`config.mk`:
```
export PLATFORM = sky130hd
export DESIGN_NAME = sasc_ctrl
export DESIGN_NICKNAME = d
export VERILOG_FILES = /design/src/hw/sasc_pkg.sv /design/src/hw/sasc_sync.sv /design/src/hw/sasc_ctrl.sv
export SDC_FILE = /design/constraint.sdc
export NUM_CORES = 1
export LEC_CHECK = 0
export BUFFER_PORTS_ARGS = -buffer_cell sky130_fd_sc_hd__clkbuf_2
export CORE_MARGIN = 1
export CORE_UTILIZATION = 57
export DETAILED_ROUTE_END_ITERATION = 12
export GPL_ROUTABILITY_DRIVEN = 0
export PLACE_DENSITY = 0.95
export SYNTH_ARGS = -nofsm -noshare
export SYNTH_HDL_FRONTEND = slang
export SYNTH_SLANG_ARGS = --single-unit
```
`constraint.sdc`:
```
create_clock -name clk -period 4.69 [get_ports clk]
set_input_delay 0.7035 -clock clk [delete_from_list [all_inputs] [get_ports clk]]
set_output_delay 0.7035 -clock clk [all_outputs]
set_load 0.05 [all_outputs]
```
`src/hw/sasc_pkg.sv`:
```
// package for the converter sequencer control: constants, carriers, state type
// assumes a single 25 MHz clock and a synchronous active-high reset
// Contract
// - ten channels: nine pins plus internal reference
// - 12-bit result placed right or left aligned
// - window compares raw value before alignment
// - outside limits sets window_flag, irq if enabled
// - window active only when window_enable set
// - single-channel window checks selected channel only
// - first on wakes, later on after settle starts
// - clearing on stops and powers down, reports done
// - reset state is power-down
// - up to five slots, any channel order
// - slot channel 4 bits, length 3 bits
// - single mode converts once then stops
// - each result stored per slot, sets done flag
// - continuous mode repeats until stopped
// - scan steps slots in order
// - continuous scan restarts at first slot
// - each slot owns its result register
// - end flag set sample_cycles plus 12 conversion cycles after start, plus 2 in single mode or first of a continuous run
// - one shared sample_cycles for all channels
// - conversion clock divided HSI, timebase 1 MHz
// - time is sample plus 12, plus 2 in single mode or first of a continuous run
// - rising edge of selected trigger starts conversion
package sasc_pkg;
   localparam int SASC_CHANNELS = 10;
   localparam int SASC_SLOTS = 5;
   localparam logic [3:0] SASC_INTERNAL_CH = 4'h9;
   localparam logic [3:0] SASC_TRIG_SOFT = 4'h9;
   localparam logic [3:0] SASC_TRIG_LAST = 4'h9;
   localparam int SASC_CLK_HZ = 25000000;
   localparam int SASC_SETTLE_NS = 1000;
   localparam int SASC_SETTLE_CYC =
      (SASC_SETTLE_NS * (SASC_CLK_HZ / 1000000) + 999) / 1000;
   localparam int SASC_PDOWN_CYC = 4;
   localparam logic [5:0] SASC_CONV_BASE = 6'h0C;
   localparam logic [5:0] SASC_FIRST_EXTRA = 6'h02;
   localparam logic [11:0] SASC_UPPER_RST = 12'hFFF;
   localparam logic [11:0] SASC_LOWER_RST = 12'h000;

   typedef struct packed {
      logic continuous_select;
      logic scan_enable;
      logic align_select;
      logic [2:0] sequence_length;
      logic [4:0] sample_cycles;
      logic ext_trigger_enable;
      logic [3:0] trigger_source_select;
   } sasc_cfg_t;

   typedef struct packed {
      logic window_enable;
      logic window_single_channel;
      logic [3:0] window_channel_select;
      logic [11:0] upper_limit;
      logic [11:0] lower_limit;
   } sasc_win_t;

   typedef enum logic [2:0] {
      SASC_OFF = 3'b000,
      SASC_SETTLE = 3'b001,
      SASC_READY = 3'b011,
      SASC_CONV = 3'b010,
      SASC_PDOWN = 3'b110
   } sasc_state_t;
endpackage : sasc_pkg

```
`src/hw/sasc_sync.sv`:
```
// three-stage synchroniser with agreement of the last two stages
// assumes input is asynchronous to clk
`timescale 1ns/10ps
module sasc_sync #(
   parameter int WIDTH = 1
) (
   input wire logic clk,
   input wire logic rst,
   input wire logic [WIDTH-1:0] d,
   output logic [WIDTH-1:0] q
);
   logic [WIDTH-1:0] s1_r;
   logic [WIDTH-1:0] s2_r;
   logic [WIDTH-1:0] s3_r;
   genvar i;

   always_ff @(posedge clk) begin
      if (rst) begin
         s1_r <= '0;
         s2_r <= '0;
         s3_r <= '0;
      end else begin
         s1_r <= d;
         s2_r <= s1_r;
         s3_r <= s2_r;
      end
   end

   generate
      for (i = 0; i < WIDTH; i++) begin : g_bit
         always_ff @(posedge clk) begin
            if (rst) begin
               q[i] <= 1'b0;
            end else if (s2_r[i] == s3_r[i]) begin
               q[i] <= s3_r[i];
            end
         end
      end
   endgenerate
endmodule : sasc_sync

```
`src/hw/sasc_ctrl.sv`:
```
// sequencer control: power switching, slot sequencing, timing, window, results
// assumes analog core holds its raw 12-bit value on raw_value in the last conversion cycle
// one clk cycle stands for one conversion clock cycle
`timescale 1ns/10ps
module sasc_ctrl #(
   parameter int SETTLE_CYC = sasc_pkg::SASC_SETTLE_CYC,
   parameter int PDOWN_CYC = sasc_pkg::SASC_PDOWN_CYC
) (
   input wire logic clk,
   input wire logic rst,
   input wire logic on_wr,
   input wire logic on_value,
   input wire sasc_pkg::sasc_cfg_t cfg,
   input wire sasc_pkg::sasc_win_t win,
   input wire logic [19:0] slot_channels,
   input wire logic conversion_done_irq_en,
   input wire logic window_irq_en,
   input wire logic conversion_done_clr,
   input wire logic window_flag_clr,
   input wire logic [8:0] trig_events,
   input wire logic soft_trigger,
   input wire logic [11:0] raw_value,
   output logic conv_start,
   output logic [3:0] conv_channel,
   output logic ref_enable,
   output logic analog_power,
   output logic powerup_done,
   output logic powerdown_done,
   output logic busy,
   output logic [79:0] result_value,
   output logic conversion_done_flag,
   output logic window_flag,
   output logic irq
);
   import sasc_pkg::*;

   // the shared 16-bit timer bounds both counts
   if (SETTLE_CYC < 1 || PDOWN_CYC < 1 ||
       SETTLE_CYC > 65536 || PDOWN_CYC > 65536) begin : g_bad_cnt
      $error("settle and power-down counts must lie between 1 and 65536");
   end

   sasc_state_t state_r;
   logic [15:0] timer_r;
   logic [5:0] cyc_r;
   logic [5:0] conv_len;
   logic [2:0] slot_r;
   logic first_r;
   logic [8:0] trig_sync;
   logic done_nxt;
   logic win_nxt;
   logic trig_prev_r;
   logic trig_sel;
   logic trig_rise;
   logic start_req;
   logic conv_end;
   logic last_slot;
   logic [2:0] len_eff;
   logic win_hit;
   logic [15:0] aligned;
   logic [3:0] cur_ch;

   sasc_sync #(.WIDTH(9)) u_trig_sync (
      .clk(clk),
      .rst(rst),
      .d(trig_events),
      .q(trig_sync)
   );

   always_comb begin
      if (cfg.trigger_source_select == SASC_TRIG_SOFT) begin
         trig_sel = soft_trigger;
      end else if (cfg.trigger_source_select < SASC_TRIG_LAST) begin
         trig_sel = trig_sync[cfg.trigger_source_select];
      end else begin
         trig_sel = 1'b0;
      end
   end

   always_ff @(posedge clk) begin
      if (rst) begin
         trig_prev_r <= 1'b0;
      end else begin
         trig_prev_r <= trig_sel;
      end
   end

   assign trig_rise = cfg.ext_trigger_enable && trig_sel && !trig_prev_r;
   assign start_req = (on_wr && on_value) || trig_rise;

   // sequence length 0 treated as one slot, above five clamped
   assign len_eff = (cfg.sequence_length == 3'h0) ? 3'h1 :
                    (cfg.sequence_length > 3'h5) ? 3'h5 : cfg.sequence_length;
   assign last_slot = !cfg.scan_enable || (slot_r == len_eff - 3'h1);
   assign cur_ch = slot_channels[slot_r*4 +: 4];
   // single mode, or first of a continuous run, pays two extra cycles
   assign conv_len = {1'b0, cfg.sample_cycles} + SASC_CONV_BASE +
                     ((first_r || !cfg.continuous_select) ? SASC_FIRST_EXTRA : 6'h00);
   assign conv_end = (state_r == SASC_CONV) && (cyc_r == conv_len - 6'h1);

   always_ff @(posedge clk) begin
      if (rst) begin
         state_r <= SASC_OFF;
         timer_r <= '0;
      end else begin
         case (state_r)
            SASC_OFF: begin
               if (on_wr && on_value) begin
                  state_r <= SASC_SETTLE;
                  timer_r <= '0;
               end
            end
            // settle counted in clk cycles, standing in for the 1 MHz timebase
            SASC_SETTLE: begin
               if (on_wr && !on_value) begin
                  state_r <= SASC_PDOWN;
                  timer_r <= '0;
               end else if (timer_r == 16'(SETTLE_CYC - 1)) begin
                  state_r <= SASC_READY;
               end else begin
                  timer_r <= timer_r + 16'h1;
               end
            end
            SASC_READY: begin
               if (on_wr && !on_value) begin
                  state_r <= SASC_PDOWN;
                  timer_r <= '0;
               end else if (start_req) begin
                  state_r <= SASC_CONV;
               end
            end
            SASC_CONV: begin
               if (on_wr && !on_value) begin
                  state_r <= SASC_PDOWN;
                  timer_r <= '0;
               end else if (conv_end && last_slot && !cfg.continuous_select) begin
                  state_r <= SASC_READY;
               end
            end
            SASC_PDOWN: begin
               if (timer_r == 16'(PDOWN_CYC - 1)) begin
                  state_r <= SASC_OFF;
               end else begin
                  timer_r <= timer_r + 16'h1;
               end
            end
            default: begin
               state_r <= SASC_OFF;
               timer_r <= '0;
            end
         endcase
      end
   end

   // conversion cycle counter, slot pointer and first-conversion marker
   always_ff @(posedge clk) begin
      if (rst) begin
         cyc_r <= '0;
         slot_r <= '0;
         first_r <= 1'b1;
      end else if (state_r != SASC_CONV) begin
         cyc_r <= '0;
         slot_r <= '0;
         first_r <= 1'b1;
      end else if (conv_end) begin
         cyc_r <= '0;
         first_r <= 1'b0;
         slot_r <= last_slot ? 3'h0 : slot_r + 3'h1;
      end else begin
         cyc_r <= cyc_r + 6'h1;
      end
   end

   // raw compare, independent of alignment
   assign win_hit = win.window_enable &&
                    (!win.window_single_channel || win.window_channel_select == cur_ch) &&
                    (raw_value > win.upper_limit || raw_value < win.lower_limit);
   assign aligned = cfg.align_select ? {raw_value, 4'h0} : {4'h0, raw_value};

   genvar s;
   generate
      for (s = 0; s < SASC_SLOTS; s++) begin : g_slot
         always_ff @(posedge clk) begin
            if (rst) begin
               result_value[s*16 +: 16] <= '0;
            end else if (conv_end && slot_r == 3'(s)) begin
               result_value[s*16 +: 16] <= aligned;
            end
         end
      end
   endgenerate

   // set wins over a clear in the same cycle
   always_comb begin
      done_nxt = conversion_done_flag;
      win_nxt = window_flag;
      if (conv_end) begin
         done_nxt = 1'b1;
      end else if (conversion_done_clr) begin
         done_nxt = 1'b0;
      end
      if (conv_end && win_hit) begin
         win_nxt = 1'b1;
      end else if (window_flag_clr) begin
         win_nxt = 1'b0;
      end
   end

   always_ff @(posedge clk) begin
      if (rst) begin
         conversion_done_flag <= 1'b0;
         window_flag <= 1'b0;
      end else begin
         conversion_done_flag <= done_nxt;
         window_flag <= win_nxt;
      end
   end

   // built from next flag values, so irq never outlives a cleared flag
   always_ff @(posedge clk) begin
      if (rst) begin
         irq <= 1'b0;
      end else begin
         irq <= (conversion_done_irq_en && done_nxt) ||
                (window_irq_en && win_nxt);
      end
   end

   always_ff @(posedge clk) begin
      if (rst) begin
         conv_start <= 1'b0;
         conv_channel <= '0;
         ref_enable <= 1'b0;
         analog_power <= 1'b0;
         powerup_done <= 1'b0;
         powerdown_done <= 1'b1;
         busy <= 1'b0;
      end else begin
         conv_start <= (state_r == SASC_CONV) && (cyc_r == 6'h0) && !conv_end;
         conv_channel <= cur_ch;
         ref_enable <= (state_r == SASC_CONV) && (cur_ch == SASC_INTERNAL_CH);
         analog_power <= (state_r == SASC_SETTLE) || (state_r == SASC_READY) ||
                         (state_r == SASC_CONV);
         powerup_done <= (state_r == SASC_READY) || (state_r == SASC_CONV);
         powerdown_done <= (state_r == SASC_OFF);
         busy <= (state_r == SASC_CONV);
      end
   end
endmodule : sasc_ctrl

```
==> results.txt, run 1 <==
Reg-to-reg critical path startpoint: first_r. Across the run, the number of max-cap violations was 0. Primary flip-flop cell chosen by synthesis mapping: sky130_fd_sc_hd__dfxtp_1.

STA classifies the critical path startpoint as a primary input. The synthesized netlist net count came out at 923. Once layout is complete, the utilization of the core stands at 70.3%.

For hold timing, the worst endpoint is u_trig_sync.s2_r[0]. Setup repair after global routing left no endpoint under its margin. The post-synthesis sequential element count came out at 159.

The biggest cell delay along the critical path is 0.43 ns. The estimated wirelength of the detail-placed design is 13000 um. The number of enable-type register cells in the synthesized netlist is 0. The worst register-to-register path ends at result_value[35]. Sequential elements use 43.3% of the synthesized area.

The tools report the cell row count as 41. The most common cell after layout, fill and taps aside was sky130_fd_sc_hd__clkbuf_2. The tools report the initial core utilization as 58.3%. Number of gates resized after CTS: 0. The average instance in the mapped netlist occupies 9.33 um2.

The run gives 18400 um as the wire length after detailed routing. For the number of failing hold endpoints at the final stage, the log shows 0. The maximum number of pins on one net before global-route repair came out at 118. The routed length per placed instance was 16.0 um; the final period utilization was 74.4%. The number of antenna violations at the first check in global routing came out at 0. The post-detailed-route count of antenna-violating nets was 0; the slew at the pin closest to its max-slew limit was 1.14 ns. After the flow finishes, the layout carries non-filler instances totaling 1146. The die is 116 um wide. Using the TritonRoute via totals, the vias-per-cell ratio works out to 5.48. The Yosys step of the flow raised 0 warnings.

Sink count of the clock tree: 159. Summed over all layers, the global routing overflow is 0. The flow ran to the end, and the final reports show no timing, DRC or antenna violations. After technology mapping, the gate count stands at 788. The area growth from synthesis to layout is 20.6%. Measured in cells, the most critical reg-to-reg path has a length of 13.

The maximum clock skew at final layout is 0.0107 ns. The logs give 6278 for the via count and 4 for the number of H-tree levels. The source-to-sink clock delay at the later pin of the worst-skew pair came out at 0.43 ns. Type of the tightest min-delay check: register to register.

TritonCTS built the clock tree. Among all stages on the critical path, the largest delay is contributed by sky130_fd_sc_hd__fa_1. Dividing total power by cell area gives a power density of 352 mW/mm2. The run gives 0 ns as the setup TNS. The capturing element type of the critical path is a register. The minimum clock period came out at 3.49 ns. STA puts the critical path data required time at 4.96 ns. After detailed routing, the number of remaining DRC violations is 0.

The clock root buffer is sky130_fd_sc_hd__clkbuf_16. Clock-pin slew was measured on the worst setup and hold paths at 0.06 ns. The first-pass GRT wire length was 28600 um. Along the worst path, the maximum fanout reaches 24. The total die area came out at 0.0134 mm2. Walking the worst path, the cells encountered are clkbuf_2, nor2b_1, ha_1, inv_1, ha_1, inv_1, fa_1, or3_1, a211o_1, a21oi_4, and3_1, buf_4, mux2i_1, nor2_1.

IR analysis of the VDD net gives a maximum drop of 0.259 mV. After filler insertion, the fill cell instance count of the layout stands at 956. For this block, the initial DRC count from the detailed router was 539. The number of setup buffers added after CTS was 0.

In the layout the commonest cells are sky130_fd_sc_hd__clkbuf_2 (187), sky130_fd_sc_hd__dfxtp_1 (159), sky130_fd_sc_hd__nor2_1 (115), sky130_fd_sc_hd__mux2i_1 (55), sky130_fd_sc_hd__a211oi_1 (48). 189 I/O pins were placed. Proportion of register bits with asynchronous set or reset after synthesis: 0%. Height of the die: 116 um. In this run the most critical hold path is launched from u_trig_sync.s1_r[0]. Summing every instance area after synthesis gives 0.00736 mm2.

In the global route stage, overall resource usage came out at 28.3%. The register-to-register path setup slack is 1.30 ns. The type of the worst setup path was primary input to register. Input and output buffers added on the ports amount to 188. In this run, post-CTS hold repair placed 0 buffers. Measured against its own limit, the worst slew margin works out to 23.7%. The logs give 0 for the final max-slew violation count and 0 for the count of final setup violators.

For this run, the post-layout net count is 1095. The number of cells traversed by the worst hold path was 1; the via count of the first global-routing pass was 5917. The number of placed cells counting well taps is 1113. The share of layout cells above drive strength 1 was 25.9%; the distinct cell type count after synthesis was 55.

The run gives 3.81 nW as the leakage power total. Counting along the longest clock path gives a buffer depth of 2. TritonCTS created 17 clock buffers. In this run the standard cell core region covers 0.0126 mm2. The tools report the upper clock frequency limit as 0.287 GHz. For this run, the detailed router's first-pass iteration total came to 5.

The data arrival at the endpoint of the critical path is 3.76 ns.
[critical path: cells and delay by family]
family,cells,cell delay [ns]
compound gates,2,0.63
fa+ha+maj,3,0.86
simple gates,4,0.74
buf+inv,4,0.54
mux,1,0.27
[flip-flops by register name (all words and copies together), names as in the netlist]
signal                count
result_value             80
u_trig_sync.q             9
analog_power              1
state_r                   3
u_trig_sync.s1_r          9
u_trig_sync.s3_r          9
u_trig_sync.s2_r          9
first_r                   1
powerup_done              1
slot_r                    3
busy                      1
conv_start                1
powerdown_done            1
conversion_done_flag      1
conv_channel              4
irq                       1
ref_enable                1
cyc_r                     6
timer_r                  16
window_flag               1
trig_prev_r               1
[final cells by class]
cell class	instances	area (um2)	share of cell area [%]
clock buffers	19	443	4.99
multi-input cells	541	3700	41.7
clock inverters	13	163	1.83
well taps	172	215	2.43
repair buffers	194	988	11.1
inverters	47	176	1.99
flip-flops and latches	159	3180	35.9
diodes	1	2.50	0.0282
[logic make-up (layout without fill, tap and decap cells)]
family | after synthesis | after routing | share of synthesized area, %
AOI/OAI and AO/OA | 133 | 133 | 12.0
xor gates and xnor gates | 28 | 28 | 3.52
adders and majority gates | 39 | 39 | 6.74
buffers and inverters | 88 | 273 | 6.43
DFF | 159 | 159 | 43.3
muxes | 67 | 67 | 9.63
other | 0 | 1 | 0
and+or+nand+nor | 274 | 274 | 18.4
[cells in the mapped netlist, types with 3 or more instances]
master                     count  share of area, %
sky130_fd_sc_hd__a211oi_1     48               4.9
sky130_fd_sc_hd__a21oi_1      29               2.0
sky130_fd_sc_hd__a221oi_1      5              0.60
sky130_fd_sc_hd__a31oi_1       9              0.77
sky130_fd_sc_hd__and2_1        8              0.68
sky130_fd_sc_hd__and3_1        7              0.60
sky130_fd_sc_hd__and4_1        4              0.48
sky130_fd_sc_hd__buf_6        11               1.7
sky130_fd_sc_hd__clkbuf_1     23               1.2
sky130_fd_sc_hd__dfxtp_1     159                43
sky130_fd_sc_hd__ha_1         38               6.5
sky130_fd_sc_hd__inv_1        47               2.4
sky130_fd_sc_hd__mux2_2       10               1.5
sky130_fd_sc_hd__mux2i_1      55               7.5
sky130_fd_sc_hd__nand2_1      31               1.6
sky130_fd_sc_hd__nand2b_1      8              0.68
sky130_fd_sc_hd__nand3_1      10              0.68
sky130_fd_sc_hd__nand4_1      12               1.0
sky130_fd_sc_hd__nor2_1      115               5.9
sky130_fd_sc_hd__nor2_2       12               1.0
sky130_fd_sc_hd__nor2b_1      37               3.1
sky130_fd_sc_hd__nor3_1        6              0.41
sky130_fd_sc_hd__nor3b_1       3              0.31
sky130_fd_sc_hd__nor4_1        7              0.60
sky130_fd_sc_hd__o211ai_1      3              0.31
sky130_fd_sc_hd__o21a_1        3              0.31
sky130_fd_sc_hd__o21ai_0      21               1.4
sky130_fd_sc_hd__or3_1         7              0.60
sky130_fd_sc_hd__xnor2_1      13               1.5
sky130_fd_sc_hd__xor2_1       14               1.7
[metrics by stage]
stage | hold slack [ns] | instance area [um2] | power, mW | setup WS (ns)
2_1_floorplan | 0.414 | 7360 | 1.63 | 1.26
6_report | 0.437 | 8870 | 3.12 | 1.20
4_1_cts | 0.440 | 8870 | 3.14 | 1.21
3_5_place_dp | 0.423 | 8260 | 1.74 | 0.763
3_3_place_gp | 0.420 | 8260 | 1.73 | 0.943
5_1_grt | 0.442 | 8870 | 3.24 | 1.02
[routing by layer]
| metal | track usage [%] | wire length [um] | vias to the layer above | share of wire [%] |
|---|---|---|---|---|
| met3 | 9.15 | 1310 | 45 | 7.2 |
| li1 | - | - | 3070 | - |
| met2 | 47.3 | 8880 | 244 | 48 |
| met1 | 32.4 | 7470 | 2919 | 41 |
| met4 | 14.5 | 702 | 0 | 3.8 |
| met5 | 0 | 0 | - | 0 |
[worst max-delay path by stage]
stage / startpoint / endpoint / slack, ns / depth (start not counted)
CTS: cfg[15] / result_value[46] / 1.21 / 14
detailed placement: cfg[15] / result_value[46] / 0.76 / 14
global placement: cfg[15] / result_value[44] / 0.94 / 14
finish: cfg[15] / result_value[35] / 1.20 / 14
floorplan: cfg[15] / result_value[12] / 1.26 / 14
global route: cfg[15] / result_value[2] / 1.02 / 14
[power by group]
part           switching, mW  internal, mW
sequential            0.0220          1.38
clock                  0.557         0.853
combinational          0.190         0.123
Note: power is estimated with default switching activity, not from simulation.
==> inputs of run 2 (changes only) <==
--- a/config.mk
+++ b/config.mk
@@ -7,10 +7,10 @@
 export LEC_CHECK = 0
 export BUFFER_PORTS_ARGS = -buffer_cell sky130_fd_sc_hd__clkbuf_2
 export CORE_MARGIN = 1
-export CORE_UTILIZATION = 57
+export CORE_UTILIZATION = 53
 export DETAILED_ROUTE_END_ITERATION = 12
 export GPL_ROUTABILITY_DRIVEN = 0
-export PLACE_DENSITY = 0.95
+export PLACE_DENSITY = 0.91
 export SYNTH_ARGS = -nofsm -noshare
 export SYNTH_HDL_FRONTEND = slang
 export SYNTH_SLANG_ARGS = --single-unit
==> constraint.sdc (replaced) <==
create_clock -name clk -period 3.3 [get_ports clk]
set_input_delay 0.495 -clock clk [delete_from_list [all_inputs] [get_ports clk]]
set_output_delay 0.495 -clock clk [all_outputs]
set_load 0.05 [all_outputs]
==> results.txt, run 2 (synthesized netlist as in run 1, its figures left out) <==
The worst setup path is of the register to register kind. The initial core utilization was 54.9% (-3.4 points). The maximum number of pins on one net before global-route repair is 87 (-26%), and the net switching power of the design is 1.12 mW (+46%). For the count of final setup violators, the log shows 0 (unchanged). TritonCTS built the clock tree. The tools report the number of remaining DRC errors as 0 (unchanged). The required arrival time at the worst endpoint is 3.58 ns (-1.38 ns). The tools report the number of placed cells counting well taps as 1128 (+1.3%). The net count reported at finish is 1109 (+1.3%). The tools report the hold buffer count at cts as 0 (unchanged).

The critical path goes through nor2b_1, ha_1, inv_1, ha_1, inv_1, fa_2, or3_1, a211o_1, a21oi_4, and3_4, buf_12, mux2i_1, nor2_1. In this run the clock root is driven by a sky130_fd_sc_hd__clkbuf_16. The leakage power total was 3.91 nW (+2.8%); the number of detailed-routing iterations run before antenna repair was 5 (unchanged). The share of layout cells above drive strength 1 came out at 27.9% (+2.0 points). The tools report the aggregate global-route resource usage as 26.5% (-1.8 points). The die outline width came out at 120 um (+3.6%). The setup TNS came out at 0 ns (unchanged). The post-detailed-route count of antenna-violating nets came out at 0 (unchanged). The flip-flop count of the largest register after layout is 80 (unchanged). Of the available clock period, the critical path in the final layout requires 95.3%.

The per-cell via count in the routed design is 5.49 (+0.15%). The count of buffers inserted at the top-level ports came out at 188 (unchanged). The most common cell after layout, fill and taps aside was sky130_fd_sc_hd__clkbuf_2. The cell row count was 42 (+2.4%); the met3 wirelength from detailed routing was 1350 um (+2.6%).

The number of failing hold endpoints at the final stage is 0 (unchanged). The number of antenna violations at the first check in global routing was 1 (+1). The slew at the pin closest to its max-slew limit is 0.841 ns (-0.303 ns). The power per standard cell area was 499 mW/mm2 (+42%).

The core region area is 0.0134 mm2 (+6.2%). The height of the die was 120 um (+3.6%). The detailed-routed wire length on met2 came out at 9030 um (+1.6%). The logs give 0 (unchanged) for the total global routing overflow and 6386 (+1.7%) for the via count. The sink count of the clock tree is 159 (unchanged).

The logs give 0 (unchanged) for the final max-slew violation count and 4 (unchanged) for the number of H-tree levels. The via count of the first global-routing pass is 5998 (+1.4%). The switching power share of the total was 24.6% (about the same).

The logs give 0.0144 mm2 (+7.4%) for the total die area and 43.6% (-1.2 points) for the sequential group share of total power. Internal portion of total power: 3.44 mW (+46%). The detailed router used layers up to and including met4. The tools report the capturing element type of the critical path as a register. The detailed-routing wirelength on met1 was 7670 um (+2.6%). The area of all placed cells without fillers was 0.00915 mm2 (+3.1%); the upper clock frequency limit was 0.318 GHz. The data arrival at the endpoint of the critical path is 3.42 ns (-0.34 ns), and the clock-pin slew of the registers on the worst-case setup and hold paths is 0.07 ns (about the same). The critical-path cell with the highest stage delay was sky130_fd_sc_hd__fa_2.

The library cells used most frequently in the layout, excluding fill and tap cells, are sky130_fd_sc_hd__clkbuf_2 (187), sky130_fd_sc_hd__dfxtp_1 (159), sky130_fd_sc_hd__nor2_1 (115), sky130_fd_sc_hd__mux2i_1 (52), sky130_fd_sc_hd__a211oi_1 (48). Relative to the synthesized area, the layout overhead comes to 24.3%. The routed length per placed instance came out at 16.2 um (+1.1%).

The run gives 0.156 ns (-1.05 ns) as the post-layout worst setup margin. The worst slew margin relative to its limit was 43.9% (+20 points). Wire length after detailed routing: 18900 um (+2.6%). The flow ran to the end, and the final reports show no timing, DRC or antenna violations. The number of top-level pins was 189 (unchanged); the largest buffer count on any clock path was 2 (unchanged).

Register with the most flip-flops: result_value. STA classifies the critical path startpoint as a register. The first-pass GRT wire length is 29300 um (+2.4%). The type of the tightest min-delay check is primary input to register.

The cell area reported after detailed placement was 0.00840 mm2 (+1.7%). After layout, the minimum clock period comes to 3.14 ns. For the number of CTS-inserted buffers, the log shows 17 (unchanged). The number of cells in the finished layout apart from fillers was 1164 (+1.6%); the worst setup slack before clock tree synthesis was -0.205 ns (-0.968 ns). The combinational group share of total power was 10.0% (about the same); the top fanout value on the critical path was 12 (-50%).

The number of DRC violations after detailed-routing iteration 0 was 534 (-0.93%). For the source-to-sink clock delay at the later pin of the worst-skew pair, the log shows 0.42 ns (about the same). The biggest cell delay along the critical path came out at 0.37 ns (-0.06 ns). The power share of the clock group is 46.5% (+1.3 points). The run gives 13300 um (+2.3%) as the estimated wirelength of the detail-placed design. The run gives 0 (unchanged) as the reported max-cap violation count. For the maximum clock skew at final layout, the log shows 0.00851 ns (-0.00215 ns).

The largest registers in the layout are result_value x80, timer_r x16. The worst ir drop on vdd was 0.401 mV (+55%).
run 2: worst paths after layout:
| check | from | end | depth (start not counted) | slack [ns] |
|---|---|---|---|---|
| max reg2reg | first_r | result_value[33] | 13 | 0.16 |
| min | trig_events[0] | u_trig_sync.s1_r[0] | 2 | 0.29 |
| max | first_r | result_value[33] | 13 | 0.16 |
| min reg2reg | u_trig_sync.s1_r[3] | u_trig_sync.s2_r[3] | 1 | 0.43 |
run 2: power by group through the flow:
stage	Sequential, mW	Combinational, mW	Clock [mW]
2_1_floorplan	2.06	0.263	0
3_3_place_gp	2.03	0.436	0
3_5_place_dp	2.03	0.449	0
4_1_cts	1.99	0.454	2.14
5_1_grt	1.99	0.502	2.23
6_report	1.99	0.456	2.12
run 2: final cells by class:
| type | count | area [um2] |
|---|---|---|
| clock inverters | 14 | 205 |
| well taps | 176 | 220 |
| inverters | 47 | 176 |
| fillers | 1009 | 4250 |
| flip-flops and latches | 159 | 3180 |
| multi-input cells | 541 | 3740 |
| clock buffers | 18 | 439 |
| repair buffers | 208 | 1180 |
| diodes | 1 | 2.50 |
run 2: through the flow:
stage	util (%)	power [mW]	hold WS, ns
floorplan	-	2.32	0.414
CTS	67.5	4.58	0.273
finish	68.3	4.57	0.288
detailed placement	62.7	2.48	0.422
global route	68.3	4.73	0.286
global placement	62.7	2.46	0.418
run 2: critical path: cells and delay by family, from the launching register on:
family / cells / cell delay [ns]
compound gates: 2 / 0.56
fa+ha+maj: 3 / 0.76
buf+inv: 3 / 0.28
flops: 1 / 0.32
mux: 1 / 0.27
simple gates: 4 / 0.82
run 2: metal layers:
| layer | up-vias | GRT usage (%) |
|---|---|---|
| li1 | 3106 | - |
| met5 | - | 0 |
| met3 | 55 | 6.80 |
| met1 | 2959 | 31.2 |
| met4 | 0 | 13.8 |
| met2 | 266 | 44.1 |
run 2: timing repair:
action,4_1_cts,5_1_grt
hold endpoints to repair,0,0
endpoints found under the setup margin,0,56
setup buffers,0,2
gates resized for setup,0,11
